File: src/rtl/cptd_pkg.sv
/*
  Shared constants for the proprietary template decoder: tags, lengths,
  register offsets, field positions and reset values.
  Assumes a single 100 MHz synchronous clock domain.
*/
package cptd_pkg;

  // ==========================================================
  // Tags and fixed lengths
  localparam logic [7:0] TAG_TEMPLATE = 8'ha5;
  localparam logic [7:0] TAG_CHAR     = 8'h80;
  localparam logic [7:0] TAG_POWER    = 8'h81;
  localparam logic [7:0] TAG_MINCLK   = 8'h82;
  localparam logic [7:0] TAG_MEMORY   = 8'h83;
  localparam logic [7:0] LEN_CHAR     = 8'h01;
  localparam logic [7:0] LEN_POWER    = 8'h03;
  localparam logic [7:0] LEN_MINCLK   = 8'h01;
  localparam logic [7:0] LEN_MEM_MIN  = 8'h02;

  // ==========================================================
  // Value codes, frequencies in 0.1 MHz steps
  localparam logic [7:0] FREQ_NONE    = 8'hff;
  localparam logic [7:0] FREQ_MIN     = 8'h0a;
  localparam logic [7:0] PWR_IGNORE0  = 8'h00;
  localparam logic [7:0] PWR_IGNORE1  = 8'hff;
  localparam logic [7:0] PWR_MAX      = 8'h3c;

  // ==========================================================
  // Characteristics byte fields
  localparam int CHAR_STOP_BIT  = 0;
  localparam int CHAR_RSV_LO    = 1;
  localparam int CHAR_HIGH_BIT  = 2;
  localparam int CHAR_LOW_BIT   = 3;
  localparam int CHAR_CLASS_LSB = 4;
  localparam int CHAR_RSV_HI    = 7;

  // ==========================================================
  // Register byte offsets
  localparam logic [7:0] OFS_CTRL    = 8'h00;
  localparam logic [7:0] OFS_STATUS  = 8'h04;
  localparam logic [7:0] OFS_CHAR    = 8'h08;
  localparam logic [7:0] OFS_MEMORY  = 8'h0c;
  localparam logic [7:0] OFS_COUNTS  = 8'h10;
  localparam logic [7:0] OFS_SELECT  = 8'h14;
  localparam logic [7:0] OFS_PWR_DAT = 8'h18;
  localparam logic [7:0] OFS_MIN_DAT = 8'h1c;

  // CTRL fields
  localparam int CTRL_RUN_BIT     = 0;
  localparam int CTRL_KIND_LSB    = 1;
  localparam int CTRL_RESTART_BIT = 3;

  // Reset values and store depth
  localparam logic       RST_RUN  = 1'b0;
  localparam logic [7:0] RST_CHAR = 8'h00;
  localparam int         STORE_DEPTH = 4;

  typedef enum logic [1:0] {
    KIND_ROOT_MASTER_FILE,
    KIND_DIRECTORY_FILE,
    KIND_APPLICATION_DIRECTORY,
    KIND_ELEMENTARY_FILE
  } cptd_kind_e;

endpackage

File: src/rtl/cptd_strm_if.sv
/*
  Byte stream carrier between the input buffer and the parser.
  Assumes both ends run on sys_clk.
*/
`timescale 1ns/1ns
interface cptd_strm_if;
  logic [7:0] data;
  logic       valid;
  logic       ready;
  modport src (output data, output valid, input ready);
  modport snk (input data, input valid, output ready);
endinterface

File: src/rtl/cptd_skid.sv
/*
  Two-entry buffer in the card byte path.
  Assumes upstream data on sys_clk; ready is registered.
*/
`timescale 1ns/1ns
module cptd_skid (
  input  wire logic       sys_clk,
  input  wire logic       reset,
  input  wire logic [7:0] in_data,
  input  wire logic       in_valid,
  output logic            in_ready,
  cptd_strm_if.src        out
);
  logic [7:0] e0_ff;
  logic [7:0] e1_ff;
  logic [1:0] cnt_ff;
  logic [1:0] nxt_cnt;
  logic       in_ready_ff;
  logic       push;
  logic       pop;

  assign push      = in_valid && in_ready_ff;
  assign pop       = out.valid && out.ready;
  assign out.valid = (cnt_ff != 2'h0);
  assign out.data  = e0_ff;
  assign in_ready  = in_ready_ff;

  always_comb begin
    nxt_cnt = cnt_ff;
    if (push && !pop) begin
      nxt_cnt = cnt_ff + 2'h1;
    end else if (pop && !push) begin
      nxt_cnt = cnt_ff - 2'h1;
    end
  end

  always_ff @(posedge sys_clk) begin
    if (reset) begin
      cnt_ff      <= 2'h0;
      in_ready_ff <= 1'b0;
    end else begin
      cnt_ff      <= nxt_cnt;
      in_ready_ff <= (nxt_cnt != 2'h2);
    end
  end

  always_ff @(posedge sys_clk) begin
    if (reset) begin
      e0_ff <= 8'h00;
      e1_ff <= 8'h00;
    end else if (push && pop) begin
      if (cnt_ff == 2'h1) begin
        e0_ff <= in_data;
      end else begin
        e0_ff <= e1_ff;
        e1_ff <= in_data;
      end
    end else if (push) begin
      if (cnt_ff == 2'h0) begin
        e0_ff <= in_data;
      end else begin
        e1_ff <= in_data;
      end
    end else if (pop) begin
      e0_ff <= e1_ff;
    end
  end

  skid_full_a: assert property (@(posedge sys_clk) disable iff (reset)
    (cnt_ff == 2'h2) |-> !in_ready_ff) else $error("buffer full but ready");
endmodule

File: src/rtl/cptd_store.sv
/*
  Ordered store of repeated template entries, kept in arrival order.
  Assumes writes and clears on sys_clk; reads are combinational.
*/
`timescale 1ns/1ns
module cptd_store #(
  parameter int W     = 8,
  parameter int DEPTH = 4
) (
  input  wire logic                     sys_clk,
  input  wire logic                     reset,
  input  wire logic                     clear,
  input  wire logic                     wr_en,
  input  wire logic [W-1:0]             wr_data,
  input  wire logic [$clog2(DEPTH)-1:0] rd_idx,
  output logic      [W-1:0]             rd_data,
  output logic      [$clog2(DEPTH):0]   count,
  output logic                          full
);
  logic [W-1:0]           mem_ff [DEPTH];
  logic [$clog2(DEPTH):0] cnt_ff;

  if (DEPTH < 2 || W < 1) begin : g_chk
    $error("cptd_store needs DEPTH >= 2 and W >= 1");
  end

  assign full    = (cnt_ff == ($clog2(DEPTH) + 1)'(DEPTH));
  assign count   = cnt_ff;
  assign rd_data = mem_ff[rd_idx];

  // Index equals arrival order, so meaning by position is kept
  always_ff @(posedge sys_clk) begin
    if (reset || clear) begin
      cnt_ff <= '0;
    end else if (wr_en && !full) begin
      mem_ff[cnt_ff[$clog2(DEPTH)-1:0]] <= wr_data;
      cnt_ff <= cnt_ff + 1'b1;
    end
  end
endmodule

File: src/rtl/cptd_top.sv
/*
  Decoder for the proprietary template of a card's file control data:
  characteristics, power entries, minimum clocks and free memory.
  Assumes card bytes already in the sys_clk domain and a register master
  that reads data one cycle after the read strobe.
*/
`timescale 1ns/1ns
// Contract
// - Template is tag A5, length, nested objects
// - Same-tag objects consecutive, order kept
// - Characteristics object required for root file
// - Power object only for application directory
// - Minimum clock only for application directory
// - Memory object never for elementary file
// - Report clock stop and preferred level
// - Report supply classes A B C
// - Characteristics b8 and b2 must be zero
// - Power object length three, fields decoded
// - Reference frequency 0.1 MHz, FF none
// - No reference means maximum card clock
// - Minimum clock length one, FF none
// - Keep every power and clock instance; code keeps the first 4 of each and flags later ones as overflow
// - Memory length two plus, MSB first
module cptd_top (
  input  wire logic        sys_clk,
  input  wire logic        reset,
  input  wire logic [7:0]  card_data,
  input  wire logic        card_valid,
  output logic             card_ready,
  input  wire logic [7:0]  reg_addr,
  input  wire logic [31:0] reg_wdata,
  input  wire logic        reg_wr,
  input  wire logic        reg_rd,
  output logic [31:0]      reg_rdata,
  output logic             done,
  output logic             clk_stop_any,
  output logic             clk_stop_high_ok,
  output logic             clk_stop_low_ok,
  output logic [2:0]       supply_class,
  output logic             min_clk_required
);
  localparam int DEPTH = cptd_pkg::STORE_DEPTH;
  localparam int IW    = $clog2(DEPTH);

  typedef enum logic [2:0] {
    ST_TMPL_TAG, ST_TMPL_LEN, ST_TAG, ST_LEN, ST_VAL, ST_DONE
  } cptd_state_e;

  cptd_strm_if strm ();

  // ==========================================================
  // Registers and state
  cptd_state_e         state_ff;
  logic [7:0]          outer_ff;
  logic [7:0]          len_ff;
  logic [7:0]          idx_ff;
  logic [7:0]          tag_ff;
  logic [7:0]          last_tag_ff;
  logic [3:0]          seen_ff;
  logic                run_ff;
  cptd_pkg::cptd_kind_e kind_ff;
  logic [7:0]          char_ff;
  logic [31:0]         mem_ff;
  logic [15:0]         pwr_hold_ff;
  logic [IW-1:0]       sel_ff;
  logic                chk_ff;
  logic [10:0]         err_ff;
  logic [31:0]         rdata_ff;
  logic                clk_any_ff;
  logic                clk_high_ff;
  logic                clk_low_ff;
  logic [2:0]          class_ff;
  logic                minreq_ff;
  logic [1:0]          pref_ff;

  logic                acc;
  logic                restart;
  logic [7:0]          b;
  logic [7:0]          nxt_outer;
  logic                pwr_wr;
  logic                min_wr;
  logic [22:0]         pwr_rd;
  logic [7:0]          min_rd;
  logic [IW:0]         pwr_cnt;
  logic [IW:0]         min_cnt;
  logic                pwr_full;
  logic                min_full;
  logic                tag_acc;
  logic                len_ok;

  assign restart   = reg_wr && (reg_addr == cptd_pkg::OFS_CTRL)
                     && reg_wdata[cptd_pkg::CTRL_RESTART_BIT];
  assign strm.ready = run_ff && (state_ff != ST_DONE);
  assign acc       = strm.valid && strm.ready;
  assign b         = strm.data;
  assign nxt_outer = outer_ff - 8'h01;
  assign tag_acc   = acc && (state_ff == ST_TAG);

  function automatic logic [3:0] tag_bit(input logic [7:0] t);
    tag_bit = 4'h0;
    case (t)
      cptd_pkg::TAG_CHAR:   tag_bit = 4'h1;
      cptd_pkg::TAG_POWER:  tag_bit = 4'h2;
      cptd_pkg::TAG_MINCLK: tag_bit = 4'h4;
      cptd_pkg::TAG_MEMORY: tag_bit = 4'h8;
      default:              tag_bit = 4'h0;
    endcase
  endfunction

  // Length the current known tag demands
  always_comb begin
    case (tag_ff)
      cptd_pkg::TAG_CHAR:   len_ok = (len_ff == cptd_pkg::LEN_CHAR);
      cptd_pkg::TAG_POWER:  len_ok = (len_ff == cptd_pkg::LEN_POWER);
      cptd_pkg::TAG_MINCLK: len_ok = (len_ff == cptd_pkg::LEN_MINCLK);
      cptd_pkg::TAG_MEMORY: len_ok = (len_ff >= cptd_pkg::LEN_MEM_MIN);
      default:              len_ok = 1'b1;
    endcase
  end

  cptd_skid u_skid (
    .sys_clk  (sys_clk),
    .reset    (reset),
    .in_data  (card_data),
    .in_valid (card_valid),
    .in_ready (card_ready),
    .out      (strm.src)
  );

  // ==========================================================
  // Template walker
  always_ff @(posedge sys_clk) begin
    if (reset || restart) begin
      state_ff <= ST_TMPL_TAG;
      outer_ff <= 8'h00;
      len_ff   <= 8'h00;
      idx_ff   <= 8'h00;
      tag_ff   <= 8'h00;
    end else if (acc) begin
      case (state_ff)
        ST_TMPL_TAG: state_ff <= (b == cptd_pkg::TAG_TEMPLATE) ? ST_TMPL_LEN : ST_DONE;
        ST_TMPL_LEN: begin
          outer_ff <= b;
          state_ff <= (b == 8'h00) ? ST_DONE : ST_TAG;
        end
        ST_TAG: begin
          tag_ff   <= b;
          outer_ff <= nxt_outer;
          state_ff <= (nxt_outer == 8'h00) ? ST_DONE : ST_LEN;
        end
        ST_LEN: begin
          len_ff   <= b;
          idx_ff   <= 8'h00;
          outer_ff <= nxt_outer;
          // Unknown tags are walked over by their length alone
          if (b > nxt_outer || (b == 8'h00 && nxt_outer == 8'h00)) begin
            state_ff <= ST_DONE;
          end else begin
            state_ff <= (b == 8'h00) ? ST_TAG : ST_VAL;
          end
        end
        ST_VAL: begin
          idx_ff   <= idx_ff + 8'h01;
          outer_ff <= nxt_outer;
          if (idx_ff + 8'h01 == len_ff) begin
            state_ff <= (nxt_outer == 8'h00) ? ST_DONE : ST_TAG;
          end
        end
        default: state_ff <= ST_DONE;
      endcase
    end
  end

  // ==========================================================
  // Value decode
  assign pwr_wr = acc && state_ff == ST_VAL && tag_ff == cptd_pkg::TAG_POWER && len_ok
                  && idx_ff == 8'h02;
  assign min_wr = acc && state_ff == ST_VAL && tag_ff == cptd_pkg::TAG_MINCLK && len_ok;

  always_ff @(posedge sys_clk) begin
    if (reset || restart) begin
      char_ff     <= cptd_pkg::RST_CHAR;
      mem_ff      <= 32'h0000_0000;
      pwr_hold_ff <= 16'h0000;
    end else if (acc && state_ff == ST_VAL && len_ok) begin
      case (tag_ff)
        cptd_pkg::TAG_CHAR:   char_ff <= b;
        cptd_pkg::TAG_MEMORY: mem_ff  <= {mem_ff[23:0], b};
        cptd_pkg::TAG_POWER: begin
          if (idx_ff == 8'h00) pwr_hold_ff[7:0]  <= b;
          if (idx_ff == 8'h01) pwr_hold_ff[15:8] <= b;
        end
        default: char_ff <= char_ff;
      endcase
    end
  end

  // Clock and supply report straight from the characteristics byte
  always_ff @(posedge sys_clk) begin
    if (reset || restart) begin
      clk_any_ff  <= 1'b0;
      clk_high_ff <= 1'b0;
      clk_low_ff  <= 1'b0;
      class_ff    <= 3'h0;
      pref_ff     <= 2'h0;
    end else if (acc && state_ff == ST_VAL && len_ok && tag_ff == cptd_pkg::TAG_CHAR) begin
      clk_any_ff  <= b[cptd_pkg::CHAR_STOP_BIT];
      pref_ff     <= b[cptd_pkg::CHAR_LOW_BIT -: 2];
      // Without b1 only the named level is allowed; all zero forbids stopping
      clk_high_ff <= b[cptd_pkg::CHAR_STOP_BIT] | b[cptd_pkg::CHAR_HIGH_BIT];
      clk_low_ff  <= b[cptd_pkg::CHAR_STOP_BIT] | b[cptd_pkg::CHAR_LOW_BIT];
      class_ff    <= b[cptd_pkg::CHAR_CLASS_LSB +: 3];
    end
  end

  // Entry = {no reference, reference freq, current mA, class}; with no
  // reference the current applies at the card's maximum clock
  cptd_store #(.W(23), .DEPTH(DEPTH)) u_pwr (
    .sys_clk (sys_clk),
    .reset   (reset),
    .clear   (restart),
    .wr_en   (pwr_wr),
    .wr_data ({(b == cptd_pkg::FREQ_NONE), b, pwr_hold_ff[13:8], pwr_hold_ff[7:0]}),
    .rd_idx  (sel_ff),
    .rd_data (pwr_rd),
    .count   (pwr_cnt),
    .full    (pwr_full)
  );

  cptd_store #(.W(8), .DEPTH(DEPTH)) u_min (
    .sys_clk (sys_clk),
    .reset   (reset),
    .clear   (restart),
    .wr_en   (min_wr),
    .wr_data (b),
    .rd_idx  (sel_ff),
    .rd_data (min_rd),
    .count   (min_cnt),
    .full    (min_full)
  );

  always_ff @(posedge sys_clk) begin
    if (reset || restart) begin
      minreq_ff <= 1'b0;
    end else if (min_wr && min_cnt == '0) begin
      minreq_ff <= (b != cptd_pkg::FREQ_NONE);
    end
  end

  // ==========================================================
  // Checks. err: 0 fmt,1 not tmpl,2 order,3 place,4 no char,5 rsv char,
  // 6 rsv power,7 power uninterpretable,8 min range,9 overflow,10 unused
  always_ff @(posedge sys_clk) begin
    if (reset || restart) begin
      err_ff      <= 11'h000;
      seen_ff     <= 4'h0;
      last_tag_ff <= 8'h00;
      chk_ff      <= 1'b0;
    end else begin
      if (acc && state_ff == ST_TMPL_TAG && b != cptd_pkg::TAG_TEMPLATE) err_ff[1] <= 1'b1;
      if (acc && state_ff == ST_LEN && (b > nxt_outer || (b == 8'h00 && tag_bit(tag_ff) != 4'h0)))
        err_ff[0] <= 1'b1;
      if (acc && state_ff == ST_VAL && idx_ff == 8'h00 && !len_ok) err_ff[0] <= 1'b1;
      if (tag_acc && nxt_outer == 8'h00) err_ff[0] <= 1'b1;
      if (tag_acc) begin
        seen_ff     <= seen_ff | tag_bit(b);
        last_tag_ff <= b;
        if ((seen_ff & tag_bit(b)) != 4'h0 && b != last_tag_ff) err_ff[2] <= 1'b1;
        if (b == cptd_pkg::TAG_POWER && kind_ff != cptd_pkg::KIND_APPLICATION_DIRECTORY)
          err_ff[3] <= 1'b1;
        if (b == cptd_pkg::TAG_MINCLK && kind_ff != cptd_pkg::KIND_APPLICATION_DIRECTORY)
          err_ff[3] <= 1'b1;
        if (b == cptd_pkg::TAG_MEMORY && kind_ff == cptd_pkg::KIND_ELEMENTARY_FILE)
          err_ff[3] <= 1'b1;
      end
      if (acc && state_ff == ST_VAL && len_ok && tag_ff == cptd_pkg::TAG_CHAR
          && (b[cptd_pkg::CHAR_RSV_HI] || b[cptd_pkg::CHAR_RSV_LO])) err_ff[5] <= 1'b1;
      if (acc && state_ff == ST_VAL && len_ok && tag_ff == cptd_pkg::TAG_POWER && idx_ff == 8'h01)
      begin
        if (b[7:6] != 2'h0) err_ff[6] <= 1'b1;
        if (b == cptd_pkg::PWR_IGNORE0 || b == cptd_pkg::PWR_IGNORE1 || b > cptd_pkg::PWR_MAX)
          err_ff[7] <= 1'b1;
      end
      if (min_wr && b < cptd_pkg::FREQ_MIN) err_ff[8] <= 1'b1;
      if ((pwr_wr && pwr_full) || (min_wr && min_full)) err_ff[9] <= 1'b1;
      if (state_ff == ST_DONE && !chk_ff) begin
        chk_ff <= 1'b1;
        if (kind_ff == cptd_pkg::KIND_ROOT_MASTER_FILE && !seen_ff[0]) err_ff[4] <= 1'b1;
      end
    end
  end

  // ==========================================================
  // Register port
  always_ff @(posedge sys_clk) begin
    if (reset) begin
      run_ff  <= cptd_pkg::RST_RUN;
      kind_ff <= cptd_pkg::KIND_ROOT_MASTER_FILE;
      sel_ff  <= '0;
    end else if (reg_wr) begin
      case (reg_addr)
        cptd_pkg::OFS_CTRL: begin
          run_ff  <= reg_wdata[cptd_pkg::CTRL_RUN_BIT];
          kind_ff <= cptd_pkg::cptd_kind_e'(reg_wdata[cptd_pkg::CTRL_KIND_LSB +: 2]);
        end
        cptd_pkg::OFS_SELECT: sel_ff <= reg_wdata[IW-1:0];
        default: sel_ff <= sel_ff;
      endcase
    end
  end

  always_ff @(posedge sys_clk) begin
    if (reset) begin
      rdata_ff <= 32'h0000_0000;
    end else if (reg_rd) begin
      case (reg_addr)
        cptd_pkg::OFS_CTRL:    rdata_ff <= {28'h0, 1'b0, kind_ff, run_ff};
        cptd_pkg::OFS_STATUS:  rdata_ff <= {20'h0, err_ff, chk_ff};
        cptd_pkg::OFS_CHAR:    rdata_ff <= {16'h0, 6'h0, pref_ff, char_ff};
        cptd_pkg::OFS_MEMORY:  rdata_ff <= mem_ff;
        cptd_pkg::OFS_COUNTS:  rdata_ff <= {8'h0, 8'(min_cnt), 8'h0, 8'(pwr_cnt)};
        cptd_pkg::OFS_SELECT:  rdata_ff <= 32'(sel_ff);
        cptd_pkg::OFS_PWR_DAT: rdata_ff <= {9'h0, pwr_rd};
        cptd_pkg::OFS_MIN_DAT: rdata_ff <= {24'h0, min_rd};
        default:               rdata_ff <= 32'h0000_0000;
      endcase
    end else begin
      rdata_ff <= 32'h0000_0000;
    end
  end

  assign reg_rdata        = rdata_ff;
  assign done             = chk_ff;
  assign clk_stop_any     = clk_any_ff;
  assign clk_stop_high_ok = clk_high_ff;
  assign clk_stop_low_ok  = clk_low_ff;
  assign supply_class     = class_ff;
  assign min_clk_required = minreq_ff;

  // ==========================================================
  // Assertions
  tmpl_tag_a: assert property (@(posedge sys_clk) disable iff (reset)
    acc && state_ff == ST_TMPL_TAG && b != cptd_pkg::TAG_TEMPLATE && !restart
    |=> state_ff == ST_DONE && err_ff[1]) else $error("bad template tag not flagged");
  tag_order_a: assert property (@(posedge sys_clk) disable iff (reset)
    tag_acc && !restart && (seen_ff & tag_bit(b)) != 4'h0 && b != last_tag_ff
    |=> err_ff[2]) else $error("split tag group not flagged");
  char_need_a: assert property (@(posedge sys_clk) disable iff (reset)
    $rose(chk_ff) && kind_ff == cptd_pkg::KIND_ROOT_MASTER_FILE && !seen_ff[0]
    |-> err_ff[4]) else $error("missing characteristics not flagged");
  power_place_a: assert property (@(posedge sys_clk) disable iff (reset)
    tag_acc && !restart && !reg_wr && b == cptd_pkg::TAG_POWER
    && kind_ff != cptd_pkg::KIND_APPLICATION_DIRECTORY |=> err_ff[3])
    else $error("misplaced power object not flagged");
  minclk_place_a: assert property (@(posedge sys_clk) disable iff (reset)
    tag_acc && !restart && !reg_wr && b == cptd_pkg::TAG_MINCLK
    && kind_ff != cptd_pkg::KIND_APPLICATION_DIRECTORY |=> err_ff[3])
    else $error("misplaced minimum clock not flagged");
  mem_place_a: assert property (@(posedge sys_clk) disable iff (reset)
    tag_acc && !restart && !reg_wr && b == cptd_pkg::TAG_MEMORY
    && kind_ff == cptd_pkg::KIND_ELEMENTARY_FILE |=> err_ff[3])
    else $error("memory object on file not flagged");
  char_decode_a: assert property (@(posedge sys_clk) disable iff (reset)
    acc && !restart && state_ff == ST_VAL && tag_ff == cptd_pkg::TAG_CHAR && len_ok
    |=> clk_stop_any == $past(b[0]) && supply_class == $past(b[6:4])
    && clk_stop_high_ok == ($past(b[0]) | $past(b[2]))) else $error("characteristics decode wrong");
  char_rsv_a: assert property (@(posedge sys_clk) disable iff (reset)
    acc && !restart && state_ff == ST_VAL && tag_ff == cptd_pkg::TAG_CHAR && len_ok
    && (b[7] || b[1]) |=> err_ff[5]) else $error("reserved characteristics bits missed");
  power_len_a: assert property (@(posedge sys_clk) disable iff (reset)
    pwr_wr && !pwr_full && !restart |=> pwr_cnt == $past(pwr_cnt) + 1'b1)
    else $error("power entry not stored");
  minclk_req_a: assert property (@(posedge sys_clk) disable iff (reset)
    min_wr && !restart && min_cnt == '0 |=> min_clk_required == ($past(b) != 8'hff))
    else $error("minimum clock flag wrong");
  mem_shift_a: assert property (@(posedge sys_clk) disable iff (reset)
    acc && !restart && state_ff == ST_VAL && tag_ff == cptd_pkg::TAG_MEMORY && len_ok
    |=> mem_ff == {$past(mem_ff[23:0]), $past(b)}) else $error("memory bytes not MSB first");
endmodule

File: config.mk
export PLATFORM = sky130hd
export DESIGN_NAME = cptd_top
export DESIGN_NICKNAME = d
export VERILOG_FILES = /design/src/rtl/cptd_pkg.sv /design/src/rtl/cptd_strm_if.sv /design/src/rtl/cptd_skid.sv /design/src/rtl/cptd_store.sv /design/src/rtl/cptd_top.sv
export SDC_FILE = /design/constraint.sdc
export NUM_CORES = 1
export LEC_CHECK = 0
export BUFFER_PORTS_ARGS = -buffer_cell sky130_fd_sc_hd__buf_2
export CORE_ASPECT_RATIO = 1.25
export CORE_MARGIN = 5
export CORE_UTILIZATION = 40
export DETAILED_ROUTE_END_ITERATION = 10
export HOLD_SLACK_MARGIN = 0.15
export PLACE_DENSITY = 0.62
export SKIP_CTS_REPAIR_TIMING = 1
export SLEW_MARGIN = 40
export SYNTH_ARGS = -nofsm -noshare
export SYNTH_HDL_FRONTEND = slang
export SYNTH_SLANG_ARGS = --single-unit
File: constraint.sdc
create_clock -name sys_clk -period 4.2 [get_ports sys_clk]
set_input_delay 1.05 -clock sys_clk [delete_from_list [all_inputs] [get_ports sys_clk]]
set_output_delay 1.05 -clock sys_clk [all_outputs]
set_load 0.1 [all_outputs]
Word level (Yosys, flattened, before mapping)
Memories as Yosys holds them, arrays and structs flattened. A register that Yosys moved wholly into a read port is not among the register bits.
Index checks and enable logic that the tools add are counted.
{"block": "word_totals", "regBits": 183, "n_memories": 2, "ram_bits": 124}
{"memory": "u_pwr.mem_ff", "words": 4, "width": 23, "rd": 1, "rd_ports_with_merged_regs": 1, "write_ports": 1, "line": "cptd_store.sv:20", "text": "logic [W-1:0] mem_ff [DEPTH];"}
{"memory": "u_min.mem_ff", "words": 4, "width": 8, "rd": 1, "rd_ports_with_merged_regs": 1, "write_ports": 1, "line": "cptd_store.sv:20"}
{"block": "op_classes", "magnitude_cmp": 4, "reduce_logical": 94, "bitwise": 5, "add_sub_neg": 6, "mux": 44, "n_eq_ne": 41}
{"operator": "$pmux 32 s8", "count": 1}
{"operator": "$eq 8x8->1 const B", "count": 10}
{"operator": "$mux 8", "count": 9}
{"operator": "$logic_and 1x1->1", "count": 41}
{"operator": "$eq 8x5->1 const B", "count": 4}
{"operator": "$logic_not 8->1", "count": 4}
{"operator": "$pmux 4 s4", "count": 2}
{"operator": "$pmux 8 s2", "count": 2}
{"operator": "$reduce_and 2->1", "count": 15}
{"operator": "$mux 3", "count": 7}
{"operator": "$eq 8x1->1 const B", "count": 2}
{"operator": "$eq 8x2->1 const B", "count": 2}
{"operator": "$eq 8x4->1 const B", "count": 2}
{"operator": "$ne 8x8->1 const B", "count": 2}
{"operator": "$pmux 3 s5", "count": 1}
{"operator": "$eq 3x3->1 const B", "count": 4}
{"operator": "$mux 1", "count": 12}
{"operator": "$mux 2", "count": 6}
{"operator": "$mux 4", "count": 3}
{"operator": "$reduce_bool 2->1", "count": 5}
{"operator": "$reduce_and 3->1", "count": 3}
{"operator": "$reduce_bool 3->1", "count": 3}
{"operator": "$add 8x1->8 const B", "count": 1}
{"operator": "$eq 8x3->1 const B", "count": 1}
{"operator": "29 further kinds", "count": 52}

Longest topological paths before layout
{"block": "depth", "depth_word": 12, "ltp_mapped": 12}

Modules after synthesis
From an unflattened synthesis, not the netlist that was laid out.
{"block": "unflattened", "cells_unflattened": 1175, "area_unflattened_um2": 12882.4}
{"mod": "cptd_top", "area_each_um2": 6822.8, "cells_per_inst": 833, "instances": 1}
{"mod": "cptd_store at u_pwr", "area_each_um2": 3588.4, "cells_per_inst": 145, "instances": 1}
{"mod": "cptd_store at u_min", "area_each_um2": 1392.6, "cells_per_inst": 67, "instances": 1}
{"mod": "cptd_skid", "area_each_um2": 1078.5, "cells_per_inst": 130, "instances": 1}

Least setup slack after synthesis
No wires, ideal clock.
{"block": "synth_timing", "kind": "input to register", "startpoint": "input port reg_addr[1]", "endpoint": "memory u_pwr.mem_ff[0][0], enable pin", "slack_ps": 1029, "path_stages": 6, "arrival_ps": 2815, "setup_ps": 356, "n_path_buf": 1, "path_cell_list": "or4_1 -> nor3_4 -> and3_1 -> buf_2 -> a21oi_1 -> and3_1"}
{"block": "synth_via", "elab_chain_cells": 6}
{"item": "start: declaration", "line": "cptd_top.sv:30", "text": "input wire logic [7:0] reg_addr,"}
{"item": "$logic_not 8->1", "line": "cptd_top.sv:91", "text": "assign restart = reg_wr && (reg_addr == cptd_pkg::OFS_CTRL)"}
{"item": "$logic_and 1x1->1", "line": "cptd_top.sv:91"}
{"item": "$logic_and 1x1->1", "line": "cptd_top.sv:92", "text": "&& reg_wdata[cptd_pkg::CTRL_RESTART_BIT];"}
{"item": "$logic_or 1x1->1", "line": "cptd_store.sv:33", "text": "if (reset || clear) begin"}
{"item": "$mux 1", "line": "cptd_store.sv:33"}
{"item": "$mux 1 (not written as such)", "line": "cptd_store.sv:36", "text": "mem_ff[cnt_ff[$clog2(DEPTH)-1:0]] <= wr_data;"}
{"item": "end: declaration", "line": "cptd_store.sv:20"}
No other way between the ends.

Worst setup path in the final report
{"block": "layout_timing", "startpoint": "register outer_ff[0]", "endpoint": "register state_ff[2]"}
{"block": "layout_via", "elab_chain_cells": 6, "word_cells_on_any_way": 10}
{"item": "start: declaration", "line": "cptd_top.sv:54", "text": "logic [7:0] outer_ff;"}
{"item": "start signal: assignment", "line": "cptd_top.sv:148", "text": "outer_ff <= nxt_outer;"}
{"item": "start signal: assignment", "line": "cptd_top.sv:154", "text": "outer_ff <= nxt_outer;"}
{"item": "start signal: assignment", "line": "cptd_top.sv:164", "text": "outer_ff <= nxt_outer;"}
{"item": "$sub 8x1->8 (*)", "line": "cptd_top.sv:96", "text": "assign nxt_outer = outer_ff - 8'h01;"}
{"item": "parallel branches: the longest is 4 deep, another holds $gt 8x8->1"}
{"item": "$pmux 3 s5 (*)", "line": "cptd_top.sv:140", "text": "case (state_ff)"}
{"item": "end signal: assignment", "line": "cptd_top.sv:141", "text": "ST_TMPL_TAG: state_ff <= (b == cptd_pkg::TAG_TEMPLATE) ? ST_TMPL_LEN : ST_DONE;"}
{"item": "end signal: assignment", "line": "cptd_top.sv:144", "text": "state_ff <= (b == 8'h00) ? ST_DONE : ST_TAG;"}
{"item": "end signal: assignment", "line": "cptd_top.sv:159", "text": "state_ff <= (b == 8'h00) ? ST_TAG : ST_VAL;"}
{"item": "end: declaration", "line": "cptd_top.sv:53", "text": "cptd_state_e state_ff;"}
Mark *: on every way between the ends. The select of a mux whose other input is x is not followed.
A chain may end at the register's enable or synchronous reset.

==> results.ini <==
[drt]
firstDrtPassIters = 5
drt_wl_total_um = 30300
post_drt_via_cell_ratio = 5.42
drcViolationCount = 0
total_number_of_vias = 8625
dr.first_iter.drc_count = 617
final_antenna_net_count = 0
routed_wire_length_per_instance_um = 19.0

[cells_and_area]
num-fill-cells = 2836
synthToLayoutAreaGrowth_pct = 14.3
layout_common_cells = 170 x sky130_fd_sc_hd__dfxtp_1, 128 x sky130_fd_sc_hd__nand2_1, 126 x sky130_fd_sc_hd__nor2_1
fraction_of_final_layout_cells_sized_beyond_drive_strength_1 = 0.173
mostFrequentLayoutCell = sky130_fd_sc_hd__dfxtp_1
nets = 1239
n_antenna_cell = 0
filler_free_cell_count_of_the_finished_design = 1592

[logic_synthesis]
synth.lib_cells_used.distinct = 70
post_synth_simple_gate_area = 0.150
synth_edf_count = 124
fraction_of_the_mapped_netlist_area_in_adder_cells = 0.0240
largest_family_of_logic_cells_by_synthesized_area = simple AND/OR/NAND/NOR gates
synthesis.area_per_instance_um2 = 11.3
synth-seq-area-share = 0.572
synth.yosys.warnings = 0
synth_compound_gate_area_share = 0.0948
syn-instance-count = 1106
xor_xnor_cell_area_share_of_the_yosys_netlist = 0.0217
synth-main-ff-cell = sky130_fd_sc_hd__dfxtp_1
mux_share_of_post_synthesis_cell_area = 0.107
synthesis.area_mm2 = 0.0125
postSynthNetCount = 1183
synth-seq-cells = 295
async_s_r_ff_share_synth = 0

[power]
power_per_standard_cell_area_mw_per_mm2 = 408
p_leak_nw = 5.18
p_total_mw = 5.82
vdd_ir_drop_max_mv = 0.245

[floorplan]
initial_core_util = 0.404
io_pins = 94
fp.dieArea_mm2 = 0.0349
die_height_um = 208
core_mm2 = 0.0309
num_rows = 72
dieWidth_um = 168

[cts]
htreeDepth = 1
post_cts_clock_slew_at_the_launch_and_capture_registers_of_the_worst_setup_and_hold_paths_ps = 70
clock-root-buffer = sky130_fd_sc_hd__clkbuf_16
cts_sinks = 295
cts-buffers-inserted = 29
clock_tree_buf_depth = 3
cts_tree = done
worst_skew_pair.late_latency_ps = 550

[timing]
max_clock_freq_mhz = 315
final-max-slew-violation-count = 0
final.min_clock_period_ps = 3170
rsz0062_at_grt = no
fin_ws_ps = 1030
finalCritPeriodShare = 0.755
fin_setup_tns_ps = 0
finalSetupViolCount = 0
fin_worst_skew_ps = 22.6
finalHoldViolations = 0
tightestPinTransition_ps = 750
worst_slew_margin_rel = 0.496

[place]
buffer_ports.inserted = 65
place_hpwl_um = 20300
placed_cells_incl_taps = 1538
place.gp.congestion = 0.819
post-place-ws_ps = 625

[worst_setup_path]
critPathBufInv = 1
crit_type = flop to flop
cp_top_family = compound AO/OA/AOI/OAI gates
crit_path_start_kind = flop
worstPathCellList = inv_1, ha_1, or3b_1, nor3_1, xnor2_1, ha_1, nand4_1, o21ai_0, a31oi_1, o31a_1, o221a_2
timing.critical_path.slowest_stage_cell = sky130_fd_sc_hd__o21ai_0
timing.critical_path.arrival_ps = 3620
end_kind = flop
worstPathMaxFanout = 6
critical_path.most_common_cell = sky130_fd_sc_hd__ha_1
critical_path.max_stage_delay_ps = 470
critical_path_required_ps = 4650

[grt]
grt.overflow.total = 0
gr-usage-all-layers = 0.171
maximum_number_of_pins_on_one_net_before_global_route_repair = 61
grt_antenna_before_repair = 2
grt_pass1_vias = 8392
grt_pass1_wl_um = 47800

[hold_path]
holdCritPathClass = flop to flop

[run]
max_cap_viol_count = 0

[outcome]
outcome = finished clean

## through the flow
stage               utilization  hold WS [ps]  area [um2]
global route              0.462           463       14300
finish                    0.462           453       14300
global placement          0.430           439       13300
floorplan                     -           425       12500
CTS                       0.462           453       14300
detailed placement        0.431           438       13300
## synthesized netlist by cell type (19+ instances only)
master | instances | area share
sky130_fd_sc_hd__a21oi_1 | 90 | 0.036
sky130_fd_sc_hd__and2_1 | 21 | 0.011
sky130_fd_sc_hd__buf_2 | 23 | 0.0092
sky130_fd_sc_hd__clkbuf_1 | 43 | 0.013
sky130_fd_sc_hd__dfxtp_1 | 171 | 0.27
sky130_fd_sc_hd__edfxtp_1 | 124 | 0.30
sky130_fd_sc_hd__ha_1 | 24 | 0.024
sky130_fd_sc_hd__mux2i_1 | 54 | 0.043
sky130_fd_sc_hd__mux4_2 | 33 | 0.060
sky130_fd_sc_hd__nand2_1 | 128 | 0.038
sky130_fd_sc_hd__nor2_1 | 126 | 0.038
sky130_fd_sc_hd__o21ai_0 | 24 | 0.0096
sky130_fd_sc_hd__xnor2_1 | 19 | 0.013
## routing by layer
layer | part of all wire | vias up | GRT usage
li1 | - | 4130 | -
met1 | 0.43 | 4191 | 0.227
met2 | 0.49 | 244 | 0.288
met3 | 0.057 | 56 | 0.0291
met4 | 0.028 | 4 | 0.0496
met5 | 0.0013 | - | 0
## tightest hold or removal path, stage by stage, from the launching register on
cell and delay [ps]:
sky130_fd_sc_hd__dfxtp_1 310, sky130_fd_sc_hd__nand2_1 50, sky130_fd_sc_hd__a21oi_1 50
## where the power goes
| part | leakage, nW | internal [mW] | switching (mW) |
|---|---|---|---|
| registers | 2.45 | 2.99 | 0.0163 |
| logic | 2.25 | 0.0835 | 0.167 |
| clock network | 0.477 | 1.48 | 1.08 |
| total | 5.18 | 4.55 | 1.27 |
## cells by family (layout without fill, tap and decap cells)
logic type | Yosys count | in the layout
AOI/OAI and AO/OA | 190 | 190
xor gates and xnor gates | 31 | 31
adders and majority gates | 24 | 24
buffers and inverters | 90 | 169
DFF | 295 | 295
muxes | 92 | 92
and+or+nand+nor | 384 | 384
## registers in the layout, indices dropped and copies added (netlist names), 2 cells and up, named ones only
register,cells
u_min.mem_ff,32
pwr_hold_ff,14
reg_rdata,32
kind_ff,2
state_ff,3
sel_ff,2
u_pwr.mem_ff,92
u_skid.e1_ff,8
mem_ff,32
len_ff,8
u_min.count,3
char_ff,8
u_skid.out.data,8
seen_ff,4
outer_ff,8
idx_ff,8
tag_ff,8
u_pwr.count,3
err_ff,10
u_skid.cnt_ff,2
## cell type report
cell class,count,area [um2],share of cell area
clock buffer,45,906,0.0635
clock inverter,9,56.3,0.00394
inverter,17,63.8,0.00447
multi-input combinational,721,5000,0.351
sequential,295,7150,0.501
tap,407,509,0.0357
timing repair buffer,98,586,0.0410
## worst paths after layout
check	startpoint	to	slack (ps)	cells after the start
min	mem_ff[28]$_SDFFE_PP0P_	mem_ff[28]$_SDFFE_PP0P_	450	2
max reg2reg	outer_ff[0]$_SDFFE_PP0P_	state_ff[2]$_SDFFE_PP0P_	1030	11
min reg2reg	mem_ff[28]$_SDFFE_PP0P_	mem_ff[28]$_SDFFE_PP0P_	450	2
max	outer_ff[0]$_SDFFE_PP0P_	state_ff[2]$_SDFFE_PP0P_	1030	11
Power figures use the tool's default switching activity.
